`config.mk`:
```
export PLATFORM = sky130hd
export DESIGN_NAME = fad_decoder
export DESIGN_NICKNAME = d
export VERILOG_FILES = /design/src/pkg/fad_pkg.sv /design/src/rtl/fad_decoder.sv
export VERILOG_INCLUDE_DIRS = /design/src /design/src/pkg
export SDC_FILE = /design/constraint.sdc
export NUM_CORES = 1
export LEC_CHECK = 0
export ABC_AREA = 1
export BUFFER_PORTS_ARGS = -buffer_cell sky130_fd_sc_hd__buf_2
export CORE_MARGIN = 2
export CORE_UTILIZATION = 45
export DETAILED_ROUTE_END_ITERATION = 7
export PLACE_DENSITY_LB_ADDON = 0.3
export REMOVE_ABC_BUFFERS = 1
export SLEW_MARGIN = 20
export SYNTH_ARGS = -nofsm -noshare
export SYNTH_HDL_FRONTEND = slang
export SYNTH_SLANG_ARGS = --single-unit
```
`constraint.sdc`:
```
create_clock -name clk_in -period 3.85 [get_ports clk_in]
set_clock_uncertainty 0.15 [all_clocks]
set_input_delay 0.1925 -clock clk_in [delete_from_list [all_inputs] [get_ports clk_in]]
set_output_delay 0.1925 -clock clk_in [all_outputs]
set_load 0.01 [all_outputs]
```
`src/pkg/fad_cfg.svh`:
```
// Offsets, field positions, reset values and cycle counts.
// Assumes inclusion by the decoder module only.
`ifndef FAD_CFG_SVH
`define FAD_CFG_SVH
// Register port offsets
`define FAD_REG_SEG 2'h0
`define FAD_REG_CFG 2'h1
`define FAD_REG_STAT 2'h2
// Field positions
`define FAD_SEG_BIT 0
`define FAD_CFG_DC_LSB 6
`define FAD_CFG_WIDE_BIT 5
`define FAD_STAT_QIO_BIT 6
`define FAD_STAT_QPROT_BIT 0
// Reset values
`define FAD_SEG_RST 1'h0
`define FAD_DC_RST 2'h0
`define FAD_QIO_RST 1'h0
// Dummy clocks: base plus step times dummy field
`define FAD_DUMMY_BASE 4'h4
`define FAD_DUMMY_STEP 4'h2
// Shift widths in bits, page size in bytes
`define FAD_CMD_BITS 6'h08
`define FAD_ADDR3_BITS 6'h18
`define FAD_ADDR4_BITS 6'h20
`define FAD_PAGE_BYTES 9'h100
`endif

```
`src/pkg/fad_pkg.sv`:
```
// Types shared by the command decoder.
// Assumes nothing beyond the cfg header.
package fad_pkg;
  typedef enum logic [4:0] {
    OP_NONE, OP_READ, OP_FAST, OP_DIO, OP_DOUT, OP_QIO, OP_QOUT,
    OP_QDTR, OP_PP, OP_QPP, OP_SE, OP_BE32, OP_BE64, OP_CE,
    OP_EN4, OP_EX4, OP_EQ, OP_RQ
  } fad_op_t;
  typedef enum logic [2:0] {
    PH_IDLE, PH_CMD, PH_ADDR, PH_DUMMY, PH_RDATA, PH_WDATA, PH_TAIL, PH_SKIP
  } fad_ph_t;
  typedef struct packed {
    logic ok;
    fad_op_t op;
    logic four_b;
    logic [2:0] alanes;
    logic [2:0] dlanes;
  } fad_dec_t;
  typedef struct packed {
    logic [2:0] ck_s;
    logic [2:0] cs_s;
    logic [3:0] d1;
    logic [3:0] d2;
    fad_ph_t ph;
    fad_op_t op;
    logic four_b;
    logic [2:0] ln;
    logic [5:0] cnt;
    logic [31:0] sh;
    logic [31:0] addr;
    logic [3:0] dcnt;
    logic [7:0] osh;
    logic [3:0] ocnt;
    logic [1:0] ldw;
    logic [8:0] nbytes;
    logic wide;
    logic quad;
    logic seg;
    logic qio;
    logic [1:0] dc;
    logic [3:0] so;
    logic [3:0] oe;
    logic [7:0] rdata;
    logic ard;
    logic pv;
    logic [7:0] pb;
    logic ev;
    fad_op_t eop;
    logic [31:0] ea;
    logic [8:0] ecnt;
  } fad_st_t;
endpackage

```
`src/rtl/fad_decoder.sv`:
```
// Serial flash command front end: opcode decode, address forming, lane width.
// Assumes a same-clock array port answering one cycle after arr_rd_out.
//
// Overview of operation
// Enter-wide command sets flag, 32-bit addresses follow
// Exit-wide command clears flag, back to 24 bits
// Wide mode ignores segment bit for addresses
// Dedicated wide opcodes always take 32-bit address
// Volatile segment register supplies upper address bits
// Segment bits 7..1 read zero, bit0 resets zero
// Segment bit selects upper or lower half
// Continuous read crosses segments, register unchanged
// Random reads stay inside selected segment
// Chip erase ignores segment, takes no address
// Opcode 35h enters quad protocol, enable bit kept
// Opcode F5h in quad protocol returns to single line
// Host waits deselect time after protocol changes
// Decode the 3-byte read opcode set
// Only quad io reads accepted in quad protocol
// Non-normal reads insert dummy clocks from field
// Program takes 1 to 256 bytes; quad program SPI only
// Decode sector, half block and block erases
// Dataless commands run only on byte boundary
// Sample on rising clock, shift on falling
// Wide flag and quad protocol clear at reset
// Unknown opcode ignored, outputs released till deselect
//
// The address map and the strobed register port were decided locally.
`timescale 1ns/1ns
`include "fad_cfg.svh"
module fad_decoder import fad_pkg::*; #(
  parameter int ADDR_W = 25
) (
  // Clock and reset
  input wire logic clk_in,
  input wire logic arst_n_in,
  // Serial link pins
  input wire logic sclk_in,
  input wire logic cs_n_in,
  input wire logic [3:0] sio_in,
  output logic [3:0] sio_out,
  output logic [3:0] sio_oe_out,
  // Register port
  input wire logic [1:0] reg_addr_in,
  input wire logic [7:0] reg_wdata_in,
  input wire logic reg_wr_in,
  input wire logic reg_rd_in,
  output logic [7:0] reg_rdata_out,
  // Array read port
  output logic arr_rd_out,
  output logic [31:0] arr_addr_out,
  input wire logic [7:0] arr_rdata_in,
  // Program data and execution requests
  output logic prog_byte_valid_out,
  output logic [7:0] prog_byte_out,
  output logic exec_valid_out,
  output fad_op_t exec_op_out,
  output logic [31:0] exec_addr_out,
  output logic [8:0] exec_count_out,
  // Mode state
  output logic wide_flag_out,
  output logic quad_proto_out
);
  // Window mask and segment bit need at least 25 address bits
  if (ADDR_W < 25 || ADDR_W > 32) begin : gen_addr_w_check
    $error("ADDR_W out of range");
  end

  localparam logic [31:0] AMASK = 32'((64'h1 << ADDR_W) - 64'h1);

  function automatic fad_dec_t decode(input logic [7:0] b, input logic q);
    fad_dec_t d;
    d = '{ok: 1'b1, op: OP_NONE, four_b: 1'b0, alanes: 3'd1, dlanes: 3'd1};
    case (b)
      8'h03, 8'h13: d.op = q ? OP_NONE : OP_READ;
      8'h0B, 8'h0C: d.op = q ? OP_NONE : OP_FAST;
      8'hBB, 8'hBC: begin
        d.op = q ? OP_NONE : OP_DIO;
        d.alanes = 3'd2;
        d.dlanes = 3'd2;
      end
      8'h3B, 8'h3C: begin
        d.op = q ? OP_NONE : OP_DOUT;
        d.dlanes = 3'd2;
      end
      8'hEB, 8'hEC, 8'hED, 8'hEE: begin
        d.op = (b[1] ^ b[0]) ? OP_QDTR : OP_QIO;
        d.alanes = 3'd4;
        d.dlanes = 3'd4;
      end
      8'h6B, 8'h6C: begin
        d.op = q ? OP_NONE : OP_QOUT;
        d.dlanes = 3'd4;
      end
      8'h02, 8'h12: d.op = OP_PP;
      8'h38, 8'h3E: begin
        d.op = q ? OP_NONE : OP_QPP;
        d.alanes = 3'd4;
        d.dlanes = 3'd4;
      end
      8'h20, 8'h21: d.op = OP_SE;
      8'h52, 8'h5C: d.op = OP_BE32;
      8'hD8, 8'hDC: d.op = OP_BE64;
      8'h60, 8'hC7: d.op = OP_CE;
      8'hB7: d.op = OP_EN4;
      8'hE9: d.op = OP_EX4;
      8'h35: d.op = q ? OP_NONE : OP_EQ;
      8'hF5: d.op = q ? OP_RQ : OP_NONE;
      default: d.op = OP_NONE;
    endcase
    // Dedicated wide set: each opcode differs from its 3-byte twin in one nibble
    case (b)
      8'h13, 8'h0C, 8'hBC, 8'h3C, 8'hEC, 8'h6C, 8'hEE, 8'h12, 8'h3E,
      8'hDC, 8'h5C, 8'h21: d.four_b = 1'b1;
      default: d.four_b = 1'b0;
    endcase
    d.ok = (d.op != OP_NONE);
    return d;
  endfunction

  function automatic logic [7:0] reg_read(input logic [1:0] a, input fad_st_t st);
    logic [7:0] r;
    r = 8'h00;
    case (a)
      `FAD_REG_SEG: r[`FAD_SEG_BIT] = st.seg;
      `FAD_REG_CFG: begin
        r[`FAD_CFG_DC_LSB +: 2] = st.dc;
        r[`FAD_CFG_WIDE_BIT] = st.wide;
      end
      `FAD_REG_STAT: begin
        r[`FAD_STAT_QIO_BIT] = st.qio;
        r[`FAD_STAT_QPROT_BIT] = st.quad;
      end
      default: r = 8'h00;
    endcase
    return r;
  endfunction

  fad_st_t s;
  fad_st_t n;
  logic rise;
  logic fall;
  logic csl;
  logic cs_rise;
  logic cs_fall;
  logic [31:0] sh_n;
  logic [5:0] cnt_n;
  logic [5:0] abits;
  logic ok_tail;
  fad_dec_t dec;

  // Edge finders look only at second and third sync stages
  assign rise = s.ck_s[1] & ~s.ck_s[2];
  assign fall = ~s.ck_s[1] & s.ck_s[2];
  assign csl = ~s.cs_s[1];
  assign cs_fall = ~s.cs_s[1] & s.cs_s[2];
  assign cs_rise = s.cs_s[1] & ~s.cs_s[2];
  assign abits = s.four_b ? `FAD_ADDR4_BITS : `FAD_ADDR3_BITS;
  assign ok_tail = (s.ph == PH_TAIL) && (s.cnt == 6'h00);

  always_comb begin
    n = s;
    n.ard = 1'b0;
    n.pv = 1'b0;
    n.ev = 1'b0;
    n.rdata = 8'h00;
    n.ck_s = {s.ck_s[1:0], sclk_in};
    n.cs_s = {s.cs_s[1:0], cs_n_in};
    n.d1 = sio_in;
    n.d2 = s.d1;
    case (s.ln)
      3'd2: sh_n = {s.sh[29:0], s.d2[1:0]};
      3'd4: sh_n = {s.sh[27:0], s.d2};
      default: sh_n = {s.sh[30:0], s.d2[0]};
    endcase
    cnt_n = s.cnt + 6'(s.ln);
    dec = decode(sh_n[7:0], s.quad);
    if (reg_wr_in) begin
      case (reg_addr_in)
        `FAD_REG_SEG: n.seg = reg_wdata_in[`FAD_SEG_BIT];
        `FAD_REG_CFG: n.dc = reg_wdata_in[`FAD_CFG_DC_LSB +: 2];
        `FAD_REG_STAT: n.qio = reg_wdata_in[`FAD_STAT_QIO_BIT];
        default: n.qio = s.qio;
      endcase
    end
    if (reg_rd_in) begin
      n.rdata = reg_read(reg_addr_in, s);
    end
    if (s.ldw == 2'd1) begin
      n.osh = arr_rdata_in;
    end
    if (s.ldw != 2'd0) begin
      n.ldw = s.ldw - 2'd1;
    end
    if (cs_fall) begin
      n.ph = PH_CMD;
      n.cnt = 6'h00;
      n.sh = 32'h0;
      n.ln = s.quad ? 3'd4 : 3'd1;
      n.nbytes = 9'h000;
      n.oe = 4'h0;
    end else if (cs_rise) begin
      if (ok_tail) begin
        case (s.op)
          OP_EN4: n.wide = 1'b1;
          OP_EX4: n.wide = 1'b0;
          OP_EQ: n.quad = 1'b1;
          OP_RQ: n.quad = 1'b0;
          default: begin
            n.ev = 1'b1;
            n.eop = s.op;
            n.ea = s.addr;
            n.ecnt = 9'h000;
          end
        endcase
      end else if (s.ph == PH_WDATA && s.cnt == 6'h00 && s.nbytes != 9'h000) begin
        n.ev = 1'b1;
        n.eop = s.op;
        n.ea = s.addr;
        n.ecnt = s.nbytes;
      end
      n.ph = PH_IDLE;
      n.oe = 4'h0;
      n.so = 4'h0;
    end else if (csl && rise) begin
      case (s.ph)
        PH_CMD: begin
          n.sh = sh_n;
          n.cnt = cnt_n;
          if (cnt_n == `FAD_CMD_BITS) begin
            n.cnt = 6'h00;
            n.sh = 32'h0;
            n.op = dec.op;
            n.four_b = dec.four_b | s.wide;
            n.ln = s.quad ? 3'd4 : dec.alanes;
            n.addr = 32'h0;
            if (!dec.ok) begin
              n.ph = PH_SKIP;
            end else if (dec.op == OP_CE || dec.op >= OP_EN4) begin
              n.ph = PH_TAIL;
            end else begin
              n.ph = PH_ADDR;
            end
          end
        end
        PH_ADDR: begin
          n.sh = sh_n;
          n.cnt = cnt_n;
          if (cnt_n == abits) begin
            n.cnt = 6'h00;
            // Segment bit only steers 3-byte addresses
            n.addr = s.four_b ? sh_n : {7'h00, s.seg, sh_n[23:0]};
            n.ln = s.quad ? 3'd4 : 3'd1;
            case (s.op)
              OP_SE, OP_BE32, OP_BE64: n.ph = PH_TAIL;
              OP_PP, OP_QPP: begin
                n.ph = PH_WDATA;
                n.ln = (s.quad || s.op == OP_QPP) ? 3'd4 : 3'd1;
              end
              OP_READ: begin
                n.ph = PH_RDATA;
                n.ln = 3'd1;
                n.ard = 1'b1;
                n.ldw = 2'd2;
                n.ocnt = 4'h0;
              end
              default: begin
                n.ph = PH_DUMMY;
                n.dcnt = `FAD_DUMMY_BASE + `FAD_DUMMY_STEP * {2'b00, s.dc};
                case (s.op)
                  OP_DIO, OP_DOUT: n.ln = 3'd2;
                  OP_QIO, OP_QOUT, OP_QDTR: n.ln = 3'd4;
                  default: n.ln = s.quad ? 3'd4 : 3'd1;
                endcase
              end
            endcase
          end
        end
        PH_DUMMY: begin
          n.dcnt = s.dcnt - 4'h1;
          if (s.dcnt == 4'h1) begin
            n.ph = PH_RDATA;
            n.ard = 1'b1;
            n.ldw = 2'd2;
            n.ocnt = 4'h0;
          end
        end
        PH_WDATA: begin
          n.sh = sh_n;
          n.cnt = cnt_n;
          if (cnt_n == `FAD_CMD_BITS) begin
            n.cnt = 6'h00;
            n.pv = 1'b1;
            n.pb = sh_n[7:0];
            // Count saturates at one page
            if (s.nbytes != `FAD_PAGE_BYTES) begin
              n.nbytes = s.nbytes + 9'h001;
            end
          end
        end
        // Any clock after the last byte spoils the boundary
        PH_TAIL: n.cnt = 6'h01;
        default: n.cnt = s.cnt;
      endcase
    end else if (csl && fall && s.ph == PH_RDATA && s.ldw == 2'd0) begin
      case (s.ln)
        3'd2: begin
          n.so = {2'b00, s.osh[7:6]};
          n.oe = 4'h3;
          n.osh = {s.osh[5:0], 2'b00};
        end
        3'd4: begin
          n.so = s.osh[7:4];
          n.oe = 4'hF;
          n.osh = {s.osh[3:0], 4'h0};
        end
        default: begin
          n.so = {2'b00, s.osh[7], 1'b0};
          n.oe = 4'h2;
          n.osh = {s.osh[6:0], 1'b0};
        end
      endcase
      n.ocnt = s.ocnt + 4'(s.ln);
      if (s.ocnt + 4'(s.ln) == 4'h8) begin
        n.ocnt = 4'h0;
        // Wrap inside array, segment register untouched
        n.addr = (s.addr & ~AMASK) | ((s.addr + 32'h1) & AMASK);
        n.ard = 1'b1;
        n.ldw = 2'd2;
      end
    end
  end

  always_ff @(posedge clk_in or negedge arst_n_in) begin
    if (!arst_n_in) begin
      s <= '0;
      s.ck_s <= 3'h0;
      s.cs_s <= 3'h7;
      s.ph <= PH_IDLE;
      s.op <= OP_NONE;
      s.eop <= OP_NONE;
      s.ln <= 3'd1;
      s.wide <= 1'b0;
      s.quad <= 1'b0;
      s.seg <= `FAD_SEG_RST;
      s.dc <= `FAD_DC_RST;
      s.qio <= `FAD_QIO_RST;
    end else begin
      s <= n;
    end
  end

  assign sio_out = s.so;
  assign sio_oe_out = s.oe;
  assign reg_rdata_out = s.rdata;
  assign arr_rd_out = s.ard;
  assign arr_addr_out = s.addr;
  assign prog_byte_valid_out = s.pv;
  assign prog_byte_out = s.pb;
  assign exec_valid_out = s.ev;
  assign exec_op_out = s.eop;
  assign exec_addr_out = s.ea;
  assign exec_count_out = s.ecnt;
  assign wide_flag_out = s.wide;
  assign quad_proto_out = s.quad;
endmodule

```
==> run metrics, run 1 <==
Worst-Margin Slew=around 0.90 ns; routed vias=between 9000 and 10000; flop-to-flop setup slack=0.43 ns; Root Buffer=clkbuf_16; RSZ-0062 raised after global routing=false; port bufs=125; CP Cell Sequence=nor2_4 > nand2_4 > nand2_4 > inv_1 > o21ai_0 > inv_1 > ha_1 > nand3_1 > nand2_1 > nand2_1 > inv_1 > nor2_2 > nand3_1 > nor2_1 > nand2_1 > nand2_1 > nand3_1 > nand2_1 > nand2_1 > nand2_1 > nand2_1; die width=163 µm; critical path's slowest cell=dfrtp_1; GR peak layer=met2; clk_lat worst skew=0.44 ns; final wirelength=27400 µm; Ys Warns=0; layout cell share with drive strength beyond 1=16.9%; htree depth=4; Max Clk Rate=292 MHz; # diodes=0; commonest non-fill, non-tap cell in the layout=nand2_1; Worst Path Max Fanout=10; CP dominant cell by count=nand2_1; crit end category=flop; detailed placer's ending HPWL=19400 µm; Worst-path clk slew=~0.080 ns; outcome=complete, no violations; Hold Path Depth=4; Starting Density=45.5%; Seq/Total Area, Yosys=a little over two fifths; nets=1525; period utilisation layout=88.8%; Worst EP required=approximately 4.0 ns; Antenna Nets Post-Route=0; clock tree sinks=approximately 200; grt total ovfl=0; met2 Use GR=34.5%; DRT iter0 DRCs=688; Tot GR Track Use=21.0%; Final Hold Viols=0; number of synthesized flops with an enable pin=0; Crit path largest cell delay=about 0.55 ns; Arrival @ worst endpoint=3.61 ns; FF+latch count, synth=~200; vias in the first global route=9078; DR pass1 iterations=5; Pwr Total=5.24 mW; static leakage power=6.33 nW; max cap viols=0; Layout fillers=around 2400; core footprint=25000 µm²; CTS tree=done; minimum clock period=3.42 ns; Worst Path Class, Setup=flop to flop; Area Growth Syn to Fin=10.1%; via/cell ratio=5.22; # IOs=around 140; type of element launching the critical path=flop; first-pass GRT wire length=45300 µm; Pwr Density=419 nW/µm²; CTS max path bufs=2; worst min-delay path category=input pin to flop; # rows=58; worst reg2reg path depth=21; most frequent cells in the layout=280 x nand2_1, 192 x dfrtp_1, 191 x inv_1; M3 GR Usage=3.36%; Vert. Die Dim=163 µm; initial antenna violation count=0; largest net degree at the start of global routing=between 80 and 90; TritonCTS Buffers=17; Worst VDD drop=0.000246 V; Post-Synthesis Cells=~1400; Final setup viols=0; Placer Congestion=0.909; ys async rst share=between 90% and 100%; Max-slew headroom=39.7%; mapped cell area=11400 µm²; Post-route DRC=0; Netlist cell types=51; Slew Limit Fails=0; ys flop type=dfrtp_1; met1 GRT Util=28.8%; DR WL/cell=15.1 µm; die area=26500 µm²; # resized after CTS=0; syn avg cell area=7.96 µm²; setup TNS=0 ns
## critical path, delay by kind of cell, from the launching register on
| family | cells | cell delay, ns |
|---|---|---|
| AO/OA/AOI/OAI | 1 | 0.33 |
| buffers and inverters | 3 | 0.34 |
| AND/OR/NAND/NOR | 16 | 1.67 |
| adder cells (fa/ha/maj) | 1 | 0.26 |
| flip-flops | 1 | 0.55 |
## area by class of cell
class	instances	area, µm²	area share [%]
Clock inverter	14	215	1.72
Tap cell	330	413	3.30
Sequential cell	196	4910	39.2
Clock buffer	18	439	3.51
Multi-Input combinational cell	883	4730	37.8
Timing Repair Buffer	168	1020	8.19
Inverter	208	781	6.24
## Yosys cell counts (3+ instances only)
| master | number | share of area (%) |
|---|---|---|
| o41ai_1 | 9 | 0.69 |
| nor3_2 | 3 | 0.26 |
| inv_2 | 15 | 0.50 |
| nand2_2 | 6 | 0.33 |
| a21oi_2 | 5 | 0.39 |
| o221ai_1 | 3 | 0.23 |
| nor3_1 | 17 | 0.75 |
| dfrtp_1 | 192 | 42 |
| a31oi_1 | 13 | 0.72 |
| ha_1 | 21 | 2.3 |
| nor2_1 | 92 | 3.0 |
| o211ai_1 | 12 | 0.79 |
| nand4_1 | 19 | 1.0 |
| inv_1 | 191 | 6.3 |
| nand2_1 | 280 | 9.2 |
| nor2_4 | 6 | 0.59 |
| a211oi_1 | 5 | 0.33 |
| a21oi_1 | 50 | 2.2 |
| o32ai_1 | 4 | 0.31 |
| buf_2 | 8 | 0.35 |
| nor4_1 | 8 | 0.44 |
| clkbuf_1 | 30 | 0.99 |
| xor2_1 | 20 | 1.5 |
| nor2_2 | 17 | 0.94 |
| nand3_2 | 7 | 0.62 |
| o22ai_1 | 69 | 3.8 |
| o21ai_0 | 116 | 5.1 |
| nand2_4 | 3 | 0.30 |
| buf_4 | 103 | 6.8 |
| xnor2_1 | 5 | 0.39 |
| dfstp_2 | 4 | 0.92 |
| nand3_1 | 66 | 2.9 |
## metrics by stage
stage | hold WS (ns) | utilization [%] | worst slack, ns | std cells | cell area [µm²]
2_1_floorplan | -0.253 | - | 0.292 | 1287 | 10400
3_3_place_gp | 0.119 | 46.6 | 0.487 | 1763 | 11600
3_5_place_dp | 0.116 | 46.6 | 0.409 | 1763 | 11600
4_1_cts | 0.0619 | 50.1 | 0.393 | 1817 | 12500
5_1_grt | 0.0739 | 50.1 | 0.0743 | 1817 | 12500
6_report | 0.0737 | 50.1 | 0.430 | 1817 | 12500
## what timing repair did
action | CTS | global route
endpoints found under the hold margin | 97 | 0
hold buffers | 22 | 0
setup buffers | 0 | 0
## layer usage
metal	vias up	share of wire [%]	wire, µm
met5	-	0	0
met4	0	1.4	385
met3	31	5.0	1380
met2	301	47	12900
met1	4450	47	12800
li1	4697	-	-
## worst paths after layout
check                          startpoint                to
max in group asynchronous       arst_n_in            s[198]
hold / removal             reg_addr_in[0]  reg_rdata_out[5]
setup / recovery                   s[177]            s[187]
min in group asynchronous       arst_n_in  arr_addr_out[10]
hold reg to reg                    n[200]            n[201]
setup reg to reg                   s[177]            s[187]
## cell families (layout without fill, tap and decap cells)
kind of cell / after synthesis / in the layout / share of synthesized area (%)
simple gates: 532 / 532 / 21.4
buf+inv: 352 / 408 / 15.2
compound gates: 297 / 297 / 15.3
flops: 196 / 196 / 43.2
xor+xnor: 26 / 26 / 2.07
fa+ha+maj: 23 / 23 / 2.66
other cells: 1 / 4 / 0.0330
mux: 1 / 1 / 0.0991
## registers in the layout, summed over array words and instances (netlist names), named ones only
| name | count |
|---|---|
| arr_rd_out | 1 |
| s | 86 |
| exec_op_out | 5 |
| quad_proto_out | 1 |
| sio_oe_out | 3 |
| sio_out | 4 |
| exec_addr_out | 32 |
| arr_addr_out | 25 |
| n | 8 |
| exec_count_out | 9 |
| wide_flag_out | 1 |
| reg_rdata_out | 4 |
| exec_valid_out | 1 |
| prog_byte_out | 8 |
| prog_byte_valid_out | 1 |
## report_power, final
group | leakage (nW) | internal [mW] | switching [mW]
Clock | 0.319 | 1.13 | 0.870
Combinational | 3.40 | 0.311 | 0.620
Sequential | 2.62 | 2.18 | 0.132
Power figures use the tool's default switching activity.
==> inputs of run 2 (changes only) <==
Settings changed: ABC_AREA 1 to unset, CAP_MARGIN set to 30.
Clock period 3.85 ns to 2.8 ns, I/O delays scaled along.
==> run metrics, run 2 <==
htree depth=4; # IOs=~140; FF+latch count, synth=196; initial antenna violation count=0; Max-slew headroom=53.9%; Seq/Total Area, Yosys=43.4%; Antenna Nets Post-Route=0; clk_lat worst skew=around 0.44 ns; nets=1490; CTS max path bufs=2; Reg power frac=between 40 and 50%; largest net degree at the start of global routing=67; # rows=58; ys async rst share=100%; Worst VDD drop=0.000409 V; Worst Path Max Fanout=10; most common cell in the synthesized netlist=dfrtp_1; period utilisation layout=111%; commonest non-fill, non-tap cell in the layout=dfrtp_1; Vert. Die Dim=163 µm; Worst EP required=3.00 ns; Final Hold Viols=0; core footprint=25000 µm²; simple-gate share of the synthesized area=16.1%; Starting Density=45.3%; outcome=finished, violations left; Max Clk Rate=321 MHz; layout cell share with drive strength beyond 1=approximately two fifths; Arrival @ worst endpoint=3.31 ns; Post-route DRC=0; die area=26400 µm²; detailed placer's ending HPWL=22300 µm; number of synthesized flops with an enable pin=0; post-synthesis adder-cell area fraction=2.68%; Post-Synthesis Cells=1237; post-synthesis compound-gate area fraction=21.7%; syn avg cell area=just over 9 µm²; setup TNS=-13.95 ns; fin area=15000 µm²; Slew Limit Fails=0; leading area contributor after synthesis=dfrtp_1; switching part of the total power=31.4%; Worst-Margin Slew=~0.7 ns; Ys Warns=0; Pwr Density=473 nW/µm²; port bufs=125; Largest register FFs=86; vias in the first global route=roughly 10000; register name with the most flops=s; hold_ws=0.0354 ns; via/cell ratio=5.86; post-synthesis mux area share=5.15%; CTS tree=done; # diodes=0; Root Buffer=clkbuf_16; DRT iter0 DRCs=966; Post-synth top cells=192 x dfrtp_1, 134 x nand2_1, 107 x buf_4, 107 x o21ai_0, 84 x nor2_1; Final setup viols=99; Synth Area in XOR/XNOR=less than 1%; mapped cell area=11300 µm²; DR WL/cell=between 15 and 20 µm; worst min-delay path category=input pin to flop; Layout fillers=2108; Yosys top cell area share=between 40% and 50%; routed vias=around 10000; Clk pwr share=between 30% and 40%; main combinational cell family by area after synthesis=compound AO/OA/AOI/OAI gates; top cells by area, synth=dfrtp_1 42%, buf_4 7.1%, o21ai_0 4.7%; clock tree sinks=196; max cap viols=0; TritonCTS Buffers=17; type of element launching the critical path=flop; Netlist cell types=77; DP Area=12700 µm²; Pint=4.86 mW; Worst Path Class, Setup=flop to flop; crit end category=flop; DR pass1 iterations=6; static leakage power=6.96 nW; Area Growth Syn to Fin=32.4%; die width=~160 µm; failing checks=setup timing; ys flop type=dfrtp_1; post-route setup slack=-0.312 ns; Placer Congestion=1.00; Pwr Total=between 7 and 8 mW; minimum clock period=3.11 ns; sw power=2.22 mW; final wirelength=34400 µm; Worst-path clk slew=roughly 0.09 ns; Tot GR Track Use=25.1%; first-pass GRT wire length=about 53000 µm; RSZ-0062 raised after global routing=true; most frequent cells in the layout=190 x dfrtp_1, 161 x buf_4, 124 x buf_2; grt total ovfl=0; Gate power share=a little under a fifth
[run 2: power by group through the flow]
| stage | clock network [mW] | registers [mW] | logic [mW] |
|---|---|---|---|
| after floorplan | 0 | 3.21 | 0.556 |
| after global placement | 0 | 3.20 | 1.09 |
| after detailed placement | 0 | 3.20 | 1.10 |
| after CTS | 2.62 | 3.15 | 1.21 |
| after global routing | 2.73 | 3.18 | 1.47 |
| final | 2.58 | 3.16 | 1.34 |
[run 2: area by class of cell]
| type | instances | area (µm²) | share of cell area, % |
|---|---|---|---|
| Tap cell | 330 | 413 | 2.76 |
| Clock buffer | 17 | 425 | 2.84 |
| Multi-Input combinational cell | 844 | 6230 | 41.6 |
| Clock inverter | 15 | 185 | 1.24 |
| Sequential cell | 196 | 4910 | 32.8 |
| Timing Repair Buffer | 350 | 2710 | 18.1 |
| Inverter | 30 | 115 | 0.768 |
[run 2: cell families (layout without fill, tap and decap cells)]
group,after synthesis,after routing
simple gates,375,375
fa+ha+maj,23,23
flops,196,196
other cells,1,4
compound gates,382,382
xor+xnor,7,7
buf+inv,200,412
mux,53,53
[run 2: routing by layer]
metal / up-vias / part of all wire, % / GRT usage, %
li1: 4786 / - / -
met1: 5204 / 44 / 33.9
met2: 385 / 48 / 41.5
met3: 70 / 5.2 / 4.30
met4: 0 / 2.6 / 7.84
met5: - / 0 / 0
[run 2: timing repair]
| item | 4_1_cts | 5_1_grt |
|---|---|---|
| gates resized for setup | 105 | 200 |
| endpoints found under the setup margin | 136 | 151 |
| gates cloned | 4 | 2 |
| endpoints found under the hold margin | 83 | 0 |
| hold buffers | 23 | 0 |
| setup buffers | 10 | 17 |
| pin swaps | 31 | 54 |
[run 2: path summary, 6_finish.rpt]
kind | from | to | slack (ns) | cells after the start
worst min register to register | n[190] | s[190] | 0.21 | 0
worst max register to register | s[176] | s[185] | -0.31 | 10
max in group asynchronous | arst_n_in | n[197] | 1.64 | 3
min in group asynchronous | arst_n_in | exec_addr_out[31] | 0.12 | 2
worst min-delay path | reg_addr_in[0] | reg_rdata_out[5] | 0.04 | 3
worst max-delay path | s[176] | s[185] | -0.31 | 10
[run 2: worst max-delay path, stage by stage, from the launching register on]
cell      delay, ns
dfstp_2        0.59
buf_4          0.14
buf_4          0.15
buf_6          0.17
a21oi_1        0.07
o211ai_1       0.34
nor4_4         0.07
a311o_1        0.39
and4bb_1       0.29
or4b_4         0.46
o31ai_2        0.21
[run 2: through the flow]
step / cells / util (%) / setup slack (ns)
final: 1782 / 60.0 / -0.312
after global routing: 1782 / 60.0 / -0.433
after CTS: 1765 / 56.6 / -0.344
after detailed placement: 1697 / 51.0 / -0.513
after global placement: 1697 / 51.0 / -0.479
after floorplan: 1070 / - / -2.06
